**config.mk**
```make
export PLATFORM = sky130hd
export DESIGN_NAME = apm_ctrl
export DESIGN_NICKNAME = d
export VERILOG_FILES = /design/src/apm_pkg.sv /design/src/apm_ctrl.sv
export SDC_FILE = /design/constraint.sdc
export NUM_CORES = 1
export LEC_CHECK = 0
export ABC_AREA = 1
export BUFFER_PORTS_ARGS = -buffer_cell sky130_fd_sc_hd__clkbuf_2
export CAP_MARGIN = 20
export CORE_MARGIN = 3
export CORE_UTILIZATION = 58
export CTS_CLUSTER_DIAMETER = 30
export DETAILED_ROUTE_END_ITERATION = 10
export PLACE_DENSITY = 0.79
export SLEW_MARGIN = 20
export SYNTH_ARGS = -nofsm -noshare
export SYNTH_HDL_FRONTEND = slang
export SYNTH_SLANG_ARGS = --single-unit
export TNS_END_PERCENT = 1
```
**constraint.sdc**
```tcl
create_clock -name i_clk -period 8.44 [get_ports i_clk]
set_clock_uncertainty 0.15 [all_clocks]
set_input_delay 0.844 -clock i_clk [delete_from_list [all_inputs] [get_ports i_clk]]
set_output_delay 0.844 -clock i_clk [all_outputs]
set_load 0.01 [all_outputs]
```
**src/apm_pkg.sv**
```systemverilog
package apm_pkg;
  // Register byte offsets
  localparam logic [7:0] ADDR_CTRL     = 8'h00;
  localparam logic [7:0] ADDR_EFF      = 8'h04;
  localparam logic [7:0] ADDR_LP_THR   = 8'h08;
  localparam logic [7:0] ADDR_LP_TIME  = 8'h0c;
  localparam logic [7:0] ADDR_LR_THR   = 8'h10;
  localparam logic [7:0] ADDR_LR_HYST  = 8'h14;
  localparam logic [7:0] ADDR_STATUS   = 8'h18;
  // Power state codes
  localparam logic [1:0] PWR_ACTIVE    = 2'h0;
  localparam logic [1:0] PWR_SHUTDOWN  = 2'h2;
  localparam logic [1:0] PWR_CLOCKED   = 2'h3;
  // Reset values
  localparam logic [1:0] RST_PWR       = 2'h2;
  localparam logic [2:0] RST_GATE_THR  = 3'h4;
  localparam logic [1:0] RST_GATE_HOLD = 2'h1;
  localparam logic [1:0] RST_LR_HOLD   = 2'h1;
  localparam logic       RST_DUAL_RAIL = 1'b1;
  localparam logic [23:0] RST_LP_THR   = 24'h000100;
  localparam logic [23:0] RST_LP_TIME  = 24'h000400;
  localparam logic [23:0] RST_LR_THR   = 24'h010000;
  localparam logic [23:0] RST_LR_HYST  = 24'h001000;
  // Control register fields
  localparam int CTRL_PWR_LSB   = 0;
  localparam int CTRL_SRST_BIT  = 4;
  localparam int CTRL_FLOAT_BIT = 8;
  // Efficiency register fields
  localparam int EFF_SEL_LSB    = 0;
  localparam int EFF_GTHR_LSB   = 4;
  localparam int EFF_GHOLD_LSB  = 8;
  localparam int EFF_LRHOLD_LSB = 12;
  localparam int EFF_DUAL_BIT   = 16;
  // Status register fields
  localparam int ST_ACTIVE_BIT  = 1;
  localparam int ST_GATE_BIT    = 2;
  localparam int ST_LP_BIT      = 3;
  localparam int ST_LOWRAIL_BIT = 4;
  // Clock rate and times
  localparam longint CLK_HZ     = 125000000;
  localparam longint GATE_HOLD_MS [4] = '{10, 50, 100, 1000};
  localparam longint LR_HOLD_US   [4] = '{100, 500, 5000, 50000};
  // Gate threshold -85 dBFS in 24-bit magnitude, each step -5 dB
  localparam logic [23:0] GATE_LVL [8] = '{24'h000172, 24'h0000d0,
    24'h000075, 24'h000042, 24'h000025, 24'h000015, 24'h00000b, 24'h000006};
  // Sequencing step lengths in cycles
  localparam int RAMP_CYCLES    = 1024;
  localparam int POWER_CYCLES   = 256;
  localparam int CLK_LOSS_CYC   = 4096;
  localparam int CNT_W          = 32;
endpackage

```
**src/apm_ctrl.sv**
```systemverilog
// Implementation choices: the APB register port and the placing of the registers.
`timescale 1ns/1ps
`default_nettype none
// What this block does
// - Grounded select pin means register control
// - Two-bit power state field, shutdown default
// - Power state change keeps other registers
// - Active entry uses ordered click-free power-up
// - Shutdown ramps down (from the gate goes straight off), keeps registers, resumes
// - Clock mode powers with clocks, down without
// - Soft reset powers down, restores defaults, clears
// - Status bit one shows live active state
// - Efficiency select enables low-power and gate modes
// - Gate entry needs full hold below threshold
// - Gate stops switching, outputs low, float select
// - Gate flag high only while gated
// - Gate wakes above threshold, samples buffered
// - Gate threshold steps 5 dB, default 105
// - Gate hold 10/50/100/1000 ms, default 50
// - Low-power mode after 24-bit hold below threshold
// - Low-power exits above threshold, output unchanged
// - Dual-rail enable picks switching rail itself
// - Low rail after full hold below threshold
// - High rail above threshold plus hysteresis
// - Low-rail hold 100us/500us/5ms/50ms, default 500us
// - Gate exit uses ordered power-up, entry stops at once
// - Dual-rail enable resets to one
module apm_ctrl #(
  parameter int unsigned CLK_LOSS = apm_pkg::CLK_LOSS_CYC,
  parameter int unsigned HOLD_DIV = 1
) (
  input  wire logic        i_clk,
  input  wire logic        i_reset,
  input  wire logic        i_config_select_pin_one,
  input  wire logic        i_bclk,
  input  wire logic        i_frame_sync,
  input  wire logic        i_sample_valid,
  input  wire logic [23:0] i_sample,
  input  wire logic        psel,
  input  wire logic        penable,
  input  wire logic        pwrite,
  input  wire logic [7:0]  paddr,
  input  wire logic [31:0] pwdata,
  output logic [31:0]      prdata,
  output logic             pready,
  output logic             pslverr,
  output logic             o_analog_en,
  output logic             o_pwm_en,
  output logic             o_ramp_down,
  output logic             o_outputs_float,
  output logic             o_low_rail,
  output logic             o_sample_hold
);
  import apm_pkg::*;

  typedef enum logic [2:0] {
    SEQ_OFF     = 3'b000,
    SEQ_POWERUP = 3'b001,
    SEQ_RAMPUP  = 3'b010,
    SEQ_PLAY    = 3'b011,
    SEQ_RAMPDN  = 3'b100,
    SEQ_POWERDN = 3'b101,
    SEQ_GATED   = 3'b110
  } apm_seq_t;

  // Hold times in cycles, divisible down for simulation
  function automatic logic [CNT_W-1:0] gate_cycles(input logic [1:0] sel);
    gate_cycles = CNT_W'((CLK_HZ / 1000 * GATE_HOLD_MS[sel]) / HOLD_DIV);
  endfunction
  function automatic logic [CNT_W-1:0] rail_cycles(input logic [1:0] sel);
    rail_cycles = CNT_W'((CLK_HZ / 1000000 * LR_HOLD_US[sel]) / HOLD_DIV);
  endfunction
  function automatic logic [23:0] magnitude(input logic [23:0] s);
    magnitude = s[23] ? 24'(~s + 24'h000001) : s;
  endfunction

  logic [1:0]  pwr_reg;
  logic        srst_reg;
  logic        float_reg;
  logic [1:0]  eff_sel_reg;
  logic [2:0]  gate_thr_reg;
  logic [1:0]  gate_hold_reg;
  logic [1:0]  lr_hold_reg;
  logic        dual_reg;
  logic [23:0] lp_thr_reg;
  logic [23:0] lp_time_reg;
  logic [23:0] lr_thr_reg;
  logic [23:0] lr_hyst_reg;
  apm_seq_t    seq_reg;
  logic [15:0] step_reg;
  logic [2:0]  bclk_sync_reg;
  logic [2:0]  fs_sync_reg;
  logic        fs_prev_reg;
  logic [31:0] loss_reg;
  logic        clk_ok_reg;
  logic [23:0] mag_reg;
  logic        mag_valid_reg;
  logic [CNT_W-1:0] gate_cnt_reg;
  logic [CNT_W-1:0] lr_cnt_reg;
  logic [23:0] lp_cnt_reg;
  logic        gate_quiet_reg;
  logic        lp_reg;
  logic        pend_reg;

  logic wr;
  logic rd;
  logic reg_en;
  logic want_on;
  logic fs_now;
  assign wr     = psel && penable && pwrite;
  assign rd     = psel && penable && !pwrite;
  // Pin tied low enables register control; otherwise writes ignored
  assign reg_en = !i_config_select_pin_one;
  assign fs_now = fs_sync_reg[2];

  // Pin inputs: change accepted once stages two and three agree
  always_ff @(posedge i_clk) begin
    bclk_sync_reg <= {bclk_sync_reg[1:0], i_bclk};
    fs_sync_reg   <= {fs_sync_reg[1:0], i_frame_sync};
    // Reset to idle low so no false frame edge follows reset
    if (i_reset) begin
      fs_prev_reg <= 1'b0;
    end else if (fs_sync_reg[1] == fs_sync_reg[2]) begin
      fs_prev_reg <= fs_now;
    end
  end

  // Clock presence: frame edges keep a loss counter reset
  always_ff @(posedge i_clk) begin
    if (i_reset || srst_reg) begin
      loss_reg   <= '0;
      clk_ok_reg <= 1'b0;
    end else if (fs_sync_reg[1] == fs_sync_reg[2] && fs_now != fs_prev_reg) begin
      loss_reg   <= '0;
      clk_ok_reg <= 1'b1;
    end else if (loss_reg >= CLK_LOSS) begin
      clk_ok_reg <= 1'b0;
    end else begin
      loss_reg <= loss_reg + 32'h00000001;
    end
  end

  // Configuration registers; soft reset restores all defaults
  always_ff @(posedge i_clk) begin
    if (i_reset || srst_reg) begin
      pwr_reg       <= RST_PWR;
      srst_reg      <= 1'b0;
      float_reg     <= 1'b0;
      eff_sel_reg   <= 2'h0;
      gate_thr_reg  <= RST_GATE_THR;
      gate_hold_reg <= RST_GATE_HOLD;
      lr_hold_reg   <= RST_LR_HOLD;
      dual_reg      <= RST_DUAL_RAIL;
      lp_thr_reg    <= RST_LP_THR;
      lp_time_reg   <= RST_LP_TIME;
      lr_thr_reg    <= RST_LR_THR;
      lr_hyst_reg   <= RST_LR_HYST;
    end else if (wr && reg_en) begin
      // Each offset touches only its own fields
      unique case (paddr)
        ADDR_CTRL: begin
          pwr_reg   <= pwdata[CTRL_PWR_LSB +: 2];
          srst_reg  <= pwdata[CTRL_SRST_BIT];
          float_reg <= pwdata[CTRL_FLOAT_BIT];
        end
        ADDR_EFF: begin
          eff_sel_reg   <= pwdata[EFF_SEL_LSB +: 2];
          gate_thr_reg  <= pwdata[EFF_GTHR_LSB +: 3];
          gate_hold_reg <= pwdata[EFF_GHOLD_LSB +: 2];
          lr_hold_reg   <= pwdata[EFF_LRHOLD_LSB +: 2];
          dual_reg      <= pwdata[EFF_DUAL_BIT];
        end
        ADDR_LP_THR:  lp_thr_reg  <= pwdata[23:0];
        ADDR_LP_TIME: lp_time_reg <= pwdata[23:0];
        ADDR_LR_THR:  lr_thr_reg  <= pwdata[23:0];
        ADDR_LR_HYST: lr_hyst_reg <= pwdata[23:0];
        default: ;
      endcase
    end
  end

  // Reserved code 01 is treated as a shutdown request
  assign want_on = (pwr_reg == PWR_ACTIVE) || (pwr_reg == PWR_CLOCKED && clk_ok_reg);

  // Per-sample magnitude, latched once each sample period
  always_ff @(posedge i_clk) begin
    if (i_reset) begin
      mag_reg       <= '0;
      mag_valid_reg <= 1'b0;
    end else begin
      mag_valid_reg <= i_sample_valid;
      if (i_sample_valid) begin
        mag_reg <= magnitude(i_sample);
      end
    end
  end

  // Gate hold counter: runs only while every sample stays quiet
  always_ff @(posedge i_clk) begin
    if (i_reset || srst_reg || !eff_sel_reg[1] || seq_reg != SEQ_PLAY) begin
      gate_cnt_reg   <= '0;
      gate_quiet_reg <= 1'b0;
    end else if (mag_valid_reg && mag_reg >= GATE_LVL[gate_thr_reg]) begin
      gate_cnt_reg   <= '0;
      gate_quiet_reg <= 1'b0;
    end else if (gate_cnt_reg >= gate_cycles(gate_hold_reg)) begin
      gate_quiet_reg <= 1'b1;
    end else begin
      gate_cnt_reg <= gate_cnt_reg + 1'b1;
    end
  end

  // Low-power mode: hold counted in sample periods
  always_ff @(posedge i_clk) begin
    if (i_reset || srst_reg || !eff_sel_reg[0] || seq_reg != SEQ_PLAY) begin
      lp_cnt_reg <= '0;
      lp_reg     <= 1'b0;
    end else if (mag_valid_reg) begin
      if (mag_reg >= lp_thr_reg) begin
        lp_cnt_reg <= '0;
        lp_reg     <= 1'b0;
      end else if (lp_cnt_reg >= lp_time_reg) begin
        lp_reg <= 1'b1;
      end else begin
        lp_cnt_reg <= lp_cnt_reg + 24'h000001;
      end
    end
  end

  // Rail choice: low after hold, high above threshold plus hysteresis
  always_ff @(posedge i_clk) begin
    if (i_reset || srst_reg || !dual_reg || seq_reg == SEQ_OFF) begin
      lr_cnt_reg <= '0;
      o_low_rail <= 1'b0;
    end else if (mag_valid_reg && 25'(mag_reg) > 25'(lr_thr_reg) + 25'(lr_hyst_reg)) begin
      lr_cnt_reg <= '0;
      o_low_rail <= 1'b0;
    end else if (mag_valid_reg && mag_reg >= lr_thr_reg) begin
      lr_cnt_reg <= '0;
    end else if (lr_cnt_reg >= rail_cycles(lr_hold_reg)) begin
      o_low_rail <= 1'b1;
    end else begin
      lr_cnt_reg <= lr_cnt_reg + 1'b1;
    end
  end

  // Power sequencer; soft reset drops everything at once
  always_ff @(posedge i_clk) begin
    if (i_reset || srst_reg) begin
      seq_reg  <= SEQ_OFF;
      step_reg <= '0;
    end else begin
      step_reg <= step_reg + 16'h0001;
      unique case (seq_reg)
        SEQ_OFF: begin
          step_reg <= '0;
          if (want_on) begin
            seq_reg <= SEQ_POWERUP;
          end
        end
        SEQ_POWERUP: begin
          if (step_reg >= 16'(POWER_CYCLES - 1)) begin
            seq_reg  <= SEQ_RAMPUP;
            step_reg <= '0;
          end
        end
        SEQ_RAMPUP: begin
          if (step_reg >= 16'(RAMP_CYCLES - 1)) begin
            seq_reg  <= SEQ_PLAY;
            step_reg <= '0;
          end
        end
        SEQ_PLAY: begin
          step_reg <= '0;
          if (!want_on) begin
            seq_reg <= SEQ_RAMPDN;
          end else if (gate_quiet_reg) begin
            seq_reg <= SEQ_GATED;
          end
        end
        SEQ_RAMPDN: begin
          if (step_reg >= 16'(RAMP_CYCLES - 1)) begin
            seq_reg  <= SEQ_POWERDN;
            step_reg <= '0;
          end
        end
        SEQ_POWERDN: begin
          if (step_reg >= 16'(POWER_CYCLES - 1)) begin
            seq_reg  <= SEQ_OFF;
            step_reg <= '0;
          end
        end
        SEQ_GATED: begin
          step_reg <= '0;
          // Shutdown from the gate: outputs already quiet, go straight off
          if (!want_on) begin
            seq_reg <= SEQ_OFF;
          end else if (!eff_sel_reg[1]
              || (mag_valid_reg && mag_reg >= GATE_LVL[gate_thr_reg])) begin
            seq_reg <= SEQ_POWERUP;
          end
        end
        default: seq_reg <= SEQ_OFF;
      endcase
    end
  end

  // Outputs to the analog stage, all registered
  always_ff @(posedge i_clk) begin
    if (i_reset) begin
      o_analog_en     <= 1'b0;
      o_pwm_en        <= 1'b0;
      o_ramp_down     <= 1'b0;
      o_outputs_float <= 1'b0;
      o_sample_hold   <= 1'b0;
      pend_reg        <= 1'b0;
    end else begin
      o_analog_en <= seq_reg inside {SEQ_POWERUP, SEQ_RAMPUP, SEQ_PLAY, SEQ_RAMPDN};
      // Gate: no switching, outputs low, impedance from float select
      o_pwm_en        <= seq_reg inside {SEQ_RAMPUP, SEQ_PLAY, SEQ_RAMPDN};
      o_outputs_float <= (seq_reg == SEQ_GATED) && float_reg;
      o_ramp_down     <= (seq_reg == SEQ_RAMPDN);
      // Upstream keeps samples queued while waking from the gate
      pend_reg      <= (seq_reg == SEQ_GATED) || (pend_reg && seq_reg != SEQ_PLAY);
      o_sample_hold <= (seq_reg == SEQ_GATED) || (pend_reg && seq_reg != SEQ_PLAY);
    end
  end

  // APB slave: zero wait, unmapped reads zero with error
  always_ff @(posedge i_clk) begin
    if (i_reset) begin
      prdata  <= '0;
      pready  <= 1'b0;
      pslverr <= 1'b0;
    end else begin
      pready  <= psel && !penable;
      pslverr <= 1'b0;
      prdata  <= '0;
      if (psel && !penable) begin
        unique case (paddr)
          ADDR_CTRL:    prdata <= 32'({float_reg, 3'h0, srst_reg, 2'h0, pwr_reg});
          ADDR_EFF:     prdata <= 32'({dual_reg, 2'h0, lr_hold_reg, 2'h0, gate_hold_reg,
                                       1'b0, gate_thr_reg, 2'h0, eff_sel_reg});
          ADDR_LP_THR:  prdata <= 32'(lp_thr_reg);
          ADDR_LP_TIME: prdata <= 32'(lp_time_reg);
          ADDR_LR_THR:  prdata <= 32'(lr_thr_reg);
          ADDR_LR_HYST: prdata <= 32'(lr_hyst_reg);
          ADDR_STATUS: begin
            prdata[ST_ACTIVE_BIT]  <= (seq_reg == SEQ_PLAY);
            prdata[ST_GATE_BIT]    <= (seq_reg == SEQ_GATED);
            prdata[ST_LP_BIT]      <= lp_reg;
            prdata[ST_LOWRAIL_BIT] <= o_low_rail;
          end
          default: pslverr <= 1'b1;
        endcase
      end
    end
  end
endmodule
`default_nettype wire

```
==> results by group, run 1 <==
Outcome
  • Status: completed

Synth
  • Synth warn: 0
  • Synth unique cells: 57
  • Syn Area/Cell: 6.98 um2
  • Yosys top cell area share: a little under a third
  • Synthesized cell area: approximately 20000 um2
  • Gate Count Post-Synth: a little under 3000
  • Ys async rst share: 0%
  • Largest cells by area after synthesis: dfxtp_1, ha_1, nand2_1
  • Post-synth top area cell: dfxtp_1
  • Synth Flop Type: dfxtp_1
  • Number of synthesized flops with an enable pin: 0
  • #FFs+latches synth: 313
  • Register area share after synthesis: 30.8%

Critical path
  • Startpoint types: flop
  • Crit-path max FO: 29
  • Worst path slowest cell: dfxtp_1
  • Cell family with most CP delay: adder cells
  • RR Startpoint: gate_hold_reg[1]
  • Arr. time, crit path: just under 6 ns
  • R2R cell count: 26
  • Setup crit end kind: flop
  • Req. time, crit path: about 8.8 ns
  • CP peak stage delay: 0.50 ns
  • RR Endpoint: gate_cnt_reg[29]
  • Crit path top cell by count: nand2_1
  • Crit path buf inv count: 3
  • WS Path Type: reg2reg
  • FF-to-FF setup slack: about 2.9 ns

Floorplan
  • Core Area: 34000 um2
  • Chip Height: 193 um
  • Full die area: between 30000 and 40000 um2
  • IO Count: ~110
  • Width of the die: 193 um
  • Placement Rows: 67
  • Initial cell density of the core: between 50% and 60%

Power
  • Leakage: between 10 and 15 nW
  • Maximum VDD drop: between 0.2 and 0.3 mV
  • Net Sw Power: around 0.0013 W
  • Switching Share: 26.0%
  • Int Pwr: about 0.0036 W
  • Seq pwr share: about a third
  • Clock share of power: slightly above 60%
  • Power density cells: roughly 210 nW/um2
  • Comb pwr share: 7.8%

Clocking
  • Clock Latency Late Sink: 0.60 ns
  • Clock Sinks: around 310
  • Root Driver: clkbuf_16
  • TritonCTS clock tree: yes
  • Post-CTS Resized: 0
  • Total CTS buffers: 73
  • Hold_buf cts: 0
  • Setup Buffers After CTS: 0
  • Worst-path clk slew: 0.06 ns
  • H-tree level count: 3
  • Maximum clock path buffer count: 3

Global routing
  • Largest net degree at the start of global routing: between 100 and 150
  • Total grt overflow: 0
  • Vias in the first global route: between 15000 and 20000
  • Total GRT Usage: 30.0%
  • Initial antenna violation count: 5
  • First-pass GRT wire length: between 90 and 100 mm

Route
  • Via count: between 20000 and 25000
  • Vias per inst: between 5 and 6
  • Wire per inst: 16.5 um
  • Final WL: slightly below 60 mm
  • Drt drc: 0
  • Remaining antenna violation count: 0
  • Starting DRT DRC Count: roughly 1700
  • Drt pass-1 iters: 6

STA
  • Relative slew margins: between 20% and 30%
  • Worst-margin pin slew: roughly 1.1 ns
  • Setup TNS: 0 ns
  • Min Tclk post-route: ~5.6 ns
  • Final hold vios: 0
  • Part of the cycle the worst path needs: 65.9%
  • Final Max Tran Viols: 0
  • Maximum clock rate: 0.180 GHz
  • RSZ-0062 raised after global routing: false
  • Final setup fails: 0

Run
  • Max-cap violations: 0

Placed design
  • Detailed Place HPWL: about 42 mm
  • DP Area: 21000 um2
  • RD Place Congestion: approximately 0.95
  • Port-buffer cells: 95

Final layout
  • # nets final: 3308
  • Commonest cells after routing, fill and taps aside: nand2_1, inv_1, dfxtp_1, nor2_1, a21oi_1
  • Layout cells sized above 1: 9.19%
  • Fillers: around 2900
  • Commonest non-fill, non-tap cell in the layout: nand2_1
  • Synthesis-to-layout area growth: 16.1%
  • Fin area: between 20000 and 25000 um2

Hold path
  • Hold Crit Start: fs_sync_reg[1]
  • Hold Path End: fs_sync_reg[2]
  • Hold Path Stages: 0
  • Worst min-delay path class: reg2reg
## Yosys cell counts (3+ instances only)
| master | instances |
|---|---|
| a211oi_1 | 3 |
| a21o_1 | 8 |
| a21oi_1 | 287 |
| a221oi_1 | 15 |
| a31oi_1 | 9 |
| and2_1 | 3 |
| buf_1 | 3 |
| buf_2 | 21 |
| buf_4 | 16 |
| buf_6 | 3 |
| clkbuf_1 | 46 |
| clkinv_1 | 3 |
| dfxtp_1 | 313 |
| ha_1 | 223 |
| inv_1 | 397 |
| inv_2 | 8 |
| nand2_1 | 529 |
| nand2_2 | 8 |
| nand3_1 | 158 |
| nand3b_1 | 7 |
| nand4_1 | 47 |
| nand4_2 | 3 |
| nor2_1 | 312 |
| nor2_2 | 8 |
| nor3_1 | 66 |
| nor3b_1 | 3 |
| nor4_1 | 13 |
| o211ai_1 | 13 |
| o21a_1 | 15 |
| o21ai_0 | 188 |
| o21ai_1 | 9 |
| o21ai_2 | 5 |
| o21bai_1 | 10 |
| o22ai_1 | 17 |
| or2_1 | 4 |
| or2_2 | 8 |
| xnor2_1 | 46 |
| xor2_1 | 64 |
## cell families (layout without fill, tap and decap cells)
kind of cell	after synthesis	count (layout)	synth area share (%)
flops	313	313	30.8
buf+inv	497	641	9.70
other cells	1	9	0.0184
fa+ha+maj	224	224	13.8
simple gates	1181	1181	25.1
compound gates	591	591	15.9
xor+xnor	110	110	4.73
## how the worst max path moves through the flow
stage	from	endpoint	slack, ns	cells past startpoint
floorplan	gate_hold_reg[1]	gate_cnt_reg[17]	4.04	27
global route	gate_hold_reg[1]	gate_cnt_reg[10]	2.43	26
global placement	gate_hold_reg[1]	gate_cnt_reg[23]	3.10	27
finish	gate_hold_reg[1]	gate_cnt_reg[29]	2.88	26
CTS	gate_hold_reg[1]	gate_cnt_reg[23]	2.95	27
detailed placement	gate_hold_reg[1]	gate_cnt_reg[23]	2.98	27
## through the flow
| step | util, % | power (W) | cells | worst slack (ns) | hold slack, ns |
|---|---|---|---|---|---|
| final | 69.4 | 0.00487 | 3517 | 2.88 | 0.221 |
| after global routing | 69.4 | 0.00501 | 3517 | 2.43 | 0.224 |
| after CTS | 69.4 | 0.00488 | 3516 | 2.95 | 0.218 |
| after detailed placement | 61.8 | 0.00194 | 3384 | 2.98 | 0.207 |
| after global placement | 61.8 | 0.00193 | 3384 | 3.10 | 0.208 |
| after floorplan | - | 0.00183 | 2924 | 4.04 | 0.160 |
## power groups by stage
stage,Combinational [W],Clock (W),Sequential [W]
after floorplan,0.000271,0,0.00156
after global placement,0.000356,0,0.00157
after detailed placement,0.000370,0,0.00157
after CTS,0.000375,0.00296,0.00154
after global routing,0.000427,0.00304,0.00155
final,0.000379,0.00294,0.00155
## final cells by class
class                      count  area [um2]  share of cell area, %
sequential                   313        6270                   26.5
antenna                        1        2.50                 0.0106
clock inverter                46         638                   2.70
multi-input combinational   2114       12200                   51.4
clock buffer                  86        1960                   8.28
inverter                     408        1530                   6.48
timing repair buffer         101         520                   2.20
tap                          448         561                   2.37
## layer usage
metal / GRT usage, % / vias up / wire length (um)
met2: 49.8 / 790 / 26800
met5: 0 / - / 41
met4: 12.4 / 6 / 2260
met1: 38.4 / 9223 / 24600
li1: - / 9832 / -
met3: 5.69 / 182 / 4360
Power figures use the tool's default switching activity.
==> run 2: changes to the inputs <==
clock period = 5.7 ns   (was 8.44 ns; I/O delays follow)
==> results by group, run 2 (synthesized netlist as in run 1, its figures left out) <==
Outcome
  • Status: completed

Final layout
  • # nets final: 3314 (+0.18%)
  • Commonest non-fill, non-tap cell in the layout: nand2_1
  • Non-Filler Instances: 3528 (+0.31%)
  • Finished Core Util: 69.8% (+0.38 points)
  • Layout cells sized above 1: 9.49% (+0.30 points)
  • Synthesis-to-layout area growth: 16.7%
  • Commonest cells after routing, fill and taps aside: nand2_1, inv_1, dfxtp_1, nor2_1, a21oi_1

Critical path
  • R2R cell count: 28 (+7.7%)
  • Critical path origin: gate_hold_reg[1]
  • Req. time, crit path: 6.04 ns (-2.74 ns)
  • Arr. time, crit path: 5.55 ns (-0.36 ns)
  • CP Capture Point: gate_cnt_reg[24]
  • FF-to-FF setup slack: 0.50 ns (-2.38 ns)
  • Crit path top cell by count: nand2_1
  • WS Path Type: reg2reg
  • Setup crit end kind: flop
  • Crit-path max FO: 24 (-17%)
  • Cell family with most CP delay: adder cells
  • CP peak stage delay: 0.48 ns (-0.02 ns)
  • RR Endpoint: gate_cnt_reg[24]
  • Startpoint types: flop
  • RR Startpoint: gate_hold_reg[1]
  • Crit path buf inv count: 4 (+1)
  • Worst path slowest cell: dfxtp_1
  • CP Depth: 28 (+7.7%)

Clocking
  • Maximum clock path buffer count: 3 (unchanged)
  • Worst-path clk slew: 0.04 ns (-0.02 ns)
  • H-tree level count: 3 (unchanged)
  • Clock Sinks: 313 (unchanged)
  • Total CTS buffers: 73 (unchanged)
  • Setup Buffers After CTS: 0 (unchanged)
  • TritonCTS clock tree: yes
  • Root Driver: clkbuf_16
  • Clock Latency Late Sink: 0.62 ns (+0.02 ns)

STA
  • Final hold vios: 0 (unchanged)
  • Part of the cycle the worst path needs: 91.3% (+25 points)
  • Relative slew margins: 37.5% (+12 points)
  • Worst-margin pin slew: 0.938 ns (-0.176 ns)
  • Min Tclk post-route: 5.20 ns (-0.361 ns)
  • RSZ-0062 raised after global routing: false
  • Setup TNS: 0 ns (unchanged)
  • Final setup fails: 0 (unchanged)
  • Final Max Tran Viols: 0 (unchanged)
  • Maximum clock rate: 0.192 GHz (+6.9%)

Placed design
  • RD Place Congestion: 0.948 (-0.12%)
  • Port-buffer cells: 95 (unchanged)
  • Detailed Place HPWL: 42.5 mm (+0.79%)
  • Dpl cells: 3389 (+0.15%)

Floorplan
  • Chip Height: 193 um (unchanged)
  • Initial cell density of the core: 59.8% (unchanged)
  • Core Area: 34000 um2 (unchanged)
  • Width of the die: 193 um (unchanged)
  • IO Count: 113 (unchanged)
  • Full die area: 37400 um2 (unchanged)
  • Placement Rows: 67 (unchanged)

Power
  • Power density cells: 307 nW/um2 (+49%)
  • Overall power: 0.00729 W (+50%)
  • Maximum VDD drop: 0.303 mV (+15%)
  • Leakage: 10.5 nW (+0.99%)

Global routing
  • Initial antenna violation count: 5 (unchanged)
  • Total grt overflow: 0 (unchanged)
  • Vias in the first global route: 19053 (-0.69%)
  • First-pass GRT wire length: 94.4 mm (about the same)
  • Total GRT Usage: 30.1% (+0.19 points)
  • Largest net degree at the start of global routing: 83 (-18%)

Route
  • Via count: 19976 (-0.28%)
  • Final WL: 58.5 mm (+0.73%)
  • Wire per inst: 16.6 um (+0.42%)
  • Starting DRT DRC Count: 1650 (-4.0%)
  • Drt pass-1 iters: 6 (unchanged)
  • Remaining antenna violation count: 0 (unchanged)
  • Vias per inst: 5.66 (-0.60%)
  • Drt drc: 0 (unchanged)

Run
  • Max-cap violations: 0 (unchanged)

Hold path
  • Worst min-delay path class: in2reg
## run 2: worst min-delay path by stage
stage                               from             end  slack, ns  cells after the start
after floorplan           fs_sync_reg[0]  fs_sync_reg[1]       0.16                      0
after global routing             penable          pready       0.09                      2
after global placement    fs_sync_reg[1]  fs_sync_reg[2]       0.21                      0
final                            penable          pready       0.09                      2
after CTS                        penable          pready       0.07                      2
after detailed placement  fs_sync_reg[1]  fs_sync_reg[2]       0.22                      0
## run 2: where the power goes
group | internal, W | leakage [nW] | total, W | switching, W
Combinational | 0.000182 | 6.66 | 0.000565 | 0.000382
Sequential | 0.00224 | 2.53 | 0.00229 | 0.0000523
Clock | 0.00298 | 1.30 | 0.00443 | 0.00146
Total | 0.00540 | 10.5 | 0.00729 | 0.00189
## run 2: worst reg2reg max path, delay by kind of cell, from the launching register on
kind | cells | cell delay (ns)
adders and majority gates | 6 | 1.95
and+or+nand+nor | 16 | 1.48
buffers and inverters | 4 | 0.80
DFF | 1 | 0.48
xor gates and xnor gates | 1 | 0.15
AOI/OAI and AO/OA | 1 | 0.10
## run 2: per-stage QoR
stage	setup WS [ns]	area, um2	hold slack [ns]
after floorplan	1.30	20400	0.160
after global placement	0.673	21100	0.208
after global routing	0.0714	23800	0.0935
final	0.496	23800	0.0867
after CTS	0.447	23700	0.0668
after detailed placement	0.542	21100	0.220
## run 2: per-layer routing
metal  track usage, %  up-vias  wire length [um]
met5                0        -                33
met4             12.2        4              2050
met1             38.4     9187             24900
met3             6.92      156              4430
li1                 -     9857                 -
met2             49.6      772             27100
## run 2: cell type report
cell class,count,area (um2)
fill,2815,10300
clock inverter,36,541
sequential,313,6270
inverter,408,1540
clock buffer,99,2120
tap,448,561
timing repair buffer,107,568
multi-input combinational,2114,12200
antenna,3,7.51
## run 2: what timing repair did
| action | 4_1_cts | 5_1_grt |
|---|---|---|
| endpoints found under the hold margin | 1 | 0 |
| setup endpoints to repair | 0 | 3 |
| gates resized for setup | 0 | 3 |
| hold buffers | 1 | 0 |
==> run 3: changes to the inputs <==
ABC_AREA = unset   (was 1)
PLACE_DENSITY = 0.8   (was 0.79)
==> results by group, run 3 <==
Outcome
  • Status: completed

Critical path
  • CP Capture Point: lr_cnt_reg[22]
  • WS Path Type: reg2reg
  • Setup crit end kind: flop
  • R2R cell count: 25 (-11%)
  • Arr. time, crit path: 5.73 ns (+0.18 ns)
  • Startpoint types: flop
  • Critical path origin: lr_thr_reg[0]
  • RR Endpoint: lr_cnt_reg[22]
  • Crit-path max FO: 32 (+33%)
  • RR Startpoint: lr_thr_reg[0]
  • Req. time, crit path: 6.03 ns (about the same)
  • FF-to-FF setup slack: 0.30 ns (-0.20 ns)

Final layout
  • # nets final: 2686 (-19%)
  • Layout cells sized above 1: 12.2% (+2.8 points)
  • Synthesis-to-layout area growth: 17.3%
  • Commonest non-fill, non-tap cell in the layout: dfxtp_1
  • Commonest cells after routing, fill and taps aside: dfxtp_1, nand2_1, ha_1, nor2_1, a21oi_1
  • Fillers: 2402 (-15%)
  • Non-Filler Instances: 2847 (-19%)

Synth
  • Gate Count Post-Synth: 2289 (-22%)
  • Largest cells by area after synthesis: dfxtp_1, ha_1, nand2_1
  • Yosys top cell area share: 33.5% (+2.7 points)
  • Synth Flop Type: dfxtp_1
  • Syn Area/Cell: 8.16 um2 (+17%)
  • Post-synth top area cell: dfxtp_1
  • Synth unique cells: 79 (+39%)
  • Synth warn: 0 (unchanged)
  • #FFs+latches synth: 313 (unchanged)
  • Register area share after synthesis: 33.5% (+2.7 points)
  • Top cells by count, synth: dfxtp_1, nand2_1, ha_1
  • Synthesized cell area: 18700 um2 (-8.2%)
  • Most common cell in the netlist: dfxtp_1
  • Number of synthesized flops with an enable pin: 0 (unchanged)
  • Ys async rst share: 0% (unchanged)

Placed design
  • Port-buffer cells: 95 (unchanged)
  • Detailed Place HPWL: 36.7 mm (-14%)
  • Dpl cells: 2719 (-20%)
  • RD Place Congestion: 0.929 (-2.0%)

Clocking
  • Clock Latency Late Sink: 0.56 ns (-0.06 ns)
  • Worst-path clk slew: 0.05 ns (about the same)
  • H-tree level count: 3 (unchanged)
  • TritonCTS clock tree: yes
  • Maximum clock path buffer count: 3 (unchanged)
  • Clock Sinks: 313 (unchanged)
  • Total CTS buffers: 69 (-5.5%)
  • Root Driver: clkbuf_16

Global routing
  • Total grt overflow: 0 (unchanged)
  • Initial antenna violation count: 3 (-2)
  • Total GRT Usage: 29.5% (-0.69 points)
  • Largest net degree at the start of global routing: 99 (+19%)
  • Vias in the first global route: 17100 (-10%)
  • First-pass GRT wire length: 83.6 mm (-12%)

STA
  • Setup TNS: 0 ns (unchanged)
  • Maximum clock rate: 0.185 GHz (-3.7%)
  • Relative slew margins: 22.0% (-15 points)
  • Final setup fails: 0 (unchanged)
  • Min Tclk post-route: 5.40 ns (+0.200 ns)
  • RSZ-0062 raised after global routing: false
  • Final Max Tran Viols: 0 (unchanged)
  • Worst-margin pin slew: 1.17 ns (+0.232 ns)
  • Final hold vios: 0 (unchanged)
  • Part of the cycle the worst path needs: 94.8% (+3.5 points)

Route
  • Starting DRT DRC Count: 1653 (+0.18%)
  • Drt pass-1 iters: 6 (unchanged)
  • Wire per inst: 17.8 um (+7.5%)
  • Final WL: 50.8 mm (-13%)
  • Drt drc: 0 (unchanged)
  • Remaining antenna violation count: 0 (unchanged)
  • Via count: 17187 (-14%)
  • Vias per inst: 6.04 (+6.6%)

Floorplan
  • Width of the die: 186 um (-4.0%)
  • IO Count: 113 (unchanged)
  • Chip Height: 186 um (-4.0%)
  • Full die area: 34400 um2 (-7.9%)
  • Initial cell density of the core: 59.1% (-0.72 points)
  • Placement Rows: 65 (-3.0%)
  • Core Area: 31600 um2 (-7.0%)

Power
  • Maximum VDD drop: 0.225 mV (-26%)
  • Power density cells: 306 nW/um2 (-0.11%)
  • Leakage: 8.61 nW (-18%)

Hold path
  • Hold Crit Start: pwdata[17]
  • Worst min-delay path class: in2reg

Run
  • Max-cap violations: 0 (unchanged)
[run 3: changes by cell type after synthesis, moves of 26 or more]
cell / previous run / this run
a211oi_1: 3 / 29
mux2i_1: 0 / 28
or3_1: 0 / 37
a21oi_1: 287 / 200
a21o_1: 8 / 43
o21ai_0: 188 / 84
clkbuf_1: 46 / 81
inv_1: 397 / 141
nor2_1: 312 / 206
xnor2_1: 46 / 75
nand2_1: 529 / 311
nand3_1: 158 / 50
[run 3: cell families after synthesis]
group / Yosys count / share of synthesized area, %
flip-flops: 313 / 33.5
buffers and inverters: 243 / 5.30
other: 1 / 0.0201
adder cells (fa/ha/maj): 224 / 15.0
AO/OA/AOI/OAI: 498 / 16.8
XOR/XNOR: 125 / 5.86
multiplexers: 29 / 1.56
AND/OR/NAND/NOR: 856 / 21.9
[run 3: worst max-delay path: stages, from the launching register on]
cell       delay, ns
dfxtp_1         0.40
ha_1            0.19
inv_1           0.05
fa_1            0.39
nor2b_1         0.20
o31ai_2         0.14
a2111oi_4       0.34
nor3_1          0.14
o41ai_1         0.41
a21oi_1         0.19
o21bai_1        0.16
a21oi_1         0.09
xor2_1          0.16
ha_1            0.31
a21o_1          0.19
a21oi_1         0.15
nor2b_1         0.06
a2111oi_0       0.38
buf_4           0.19
a21oi_1         0.06
o311ai_1        0.10
a2bb2oi_1       0.10
buf_4           0.17
or2_1           0.27
buf_12          0.19
a21oi_2         0.14
[run 3: layer usage]
metal  global-route usage, %  vias to the layer above  wire length [um]  part of all wire (%)
met2                    50.7                      741             24200                    48
met5                       0                        -                 0                     0
met4                    14.6                        0              2520                   5.0
met3                    4.83                      187              3600                   7.1
li1                        -                     8243                 -                     -
met1                    35.8                     8016             20500                    40
[run 3: final cells by class]
cell class                      count  area [um2]  area share (%)
Multi-Input combinational cell   1740       11500            52.5
Sequential cell                   313        6270            28.6
Clock buffer                       76        1790            8.18
Timing Repair Buffer              123         701            3.20
Clock inverter                     48         606            2.76
Inverter                          142         533            2.43
Tap cell                          402         503            2.30
Antenna cell                        3        7.51          0.0343
[run 3: power by group]
part	internal, W	switching, W
Combinational	0.000152	0.000228
Clock	0.00275	0.00132
Sequential	0.00222	0.0000479
Total	0.00512	0.00159
[run 3: worst min path at each step]
stage / depth (start not counted) / to / slack [ns]
finish: 3 / lp_thr_reg[17] / 0.13
global route: 3 / lp_thr_reg[17] / 0.15
CTS: 3 / lr_hyst_reg[17] / 0.12
detailed placement: 0 / fs_sync_reg[1] / 0.17
global placement: 0 / fs_sync_reg[1] / 0.17
floorplan: 0 / fs_sync_reg[1] / 0.16
[run 3: timing repair]
action                                  4_1_cts  5_1_grt
gates resized for setup                       0        6
endpoints found under the hold margin         1        0
endpoints found under the setup margin        0       59
setup buffers                                 0        0
hold buffers                                  1        0
[run 3: through the flow]
step                utilization [%]  area, um2  total power, W  hold slack [ns]  worst slack (ns)
global placement               61.5      19500         0.00266            0.166             0.281
detailed placement             61.6      19500         0.00268            0.171             0.177
global route                   69.3      21900         0.00691            0.147           0.00172
floorplan                         -      18700         0.00255            0.160             0.473
finish                         69.3      21900         0.00671            0.135             0.296
CTS                            69.2      21900         0.00674            0.124            0.0989
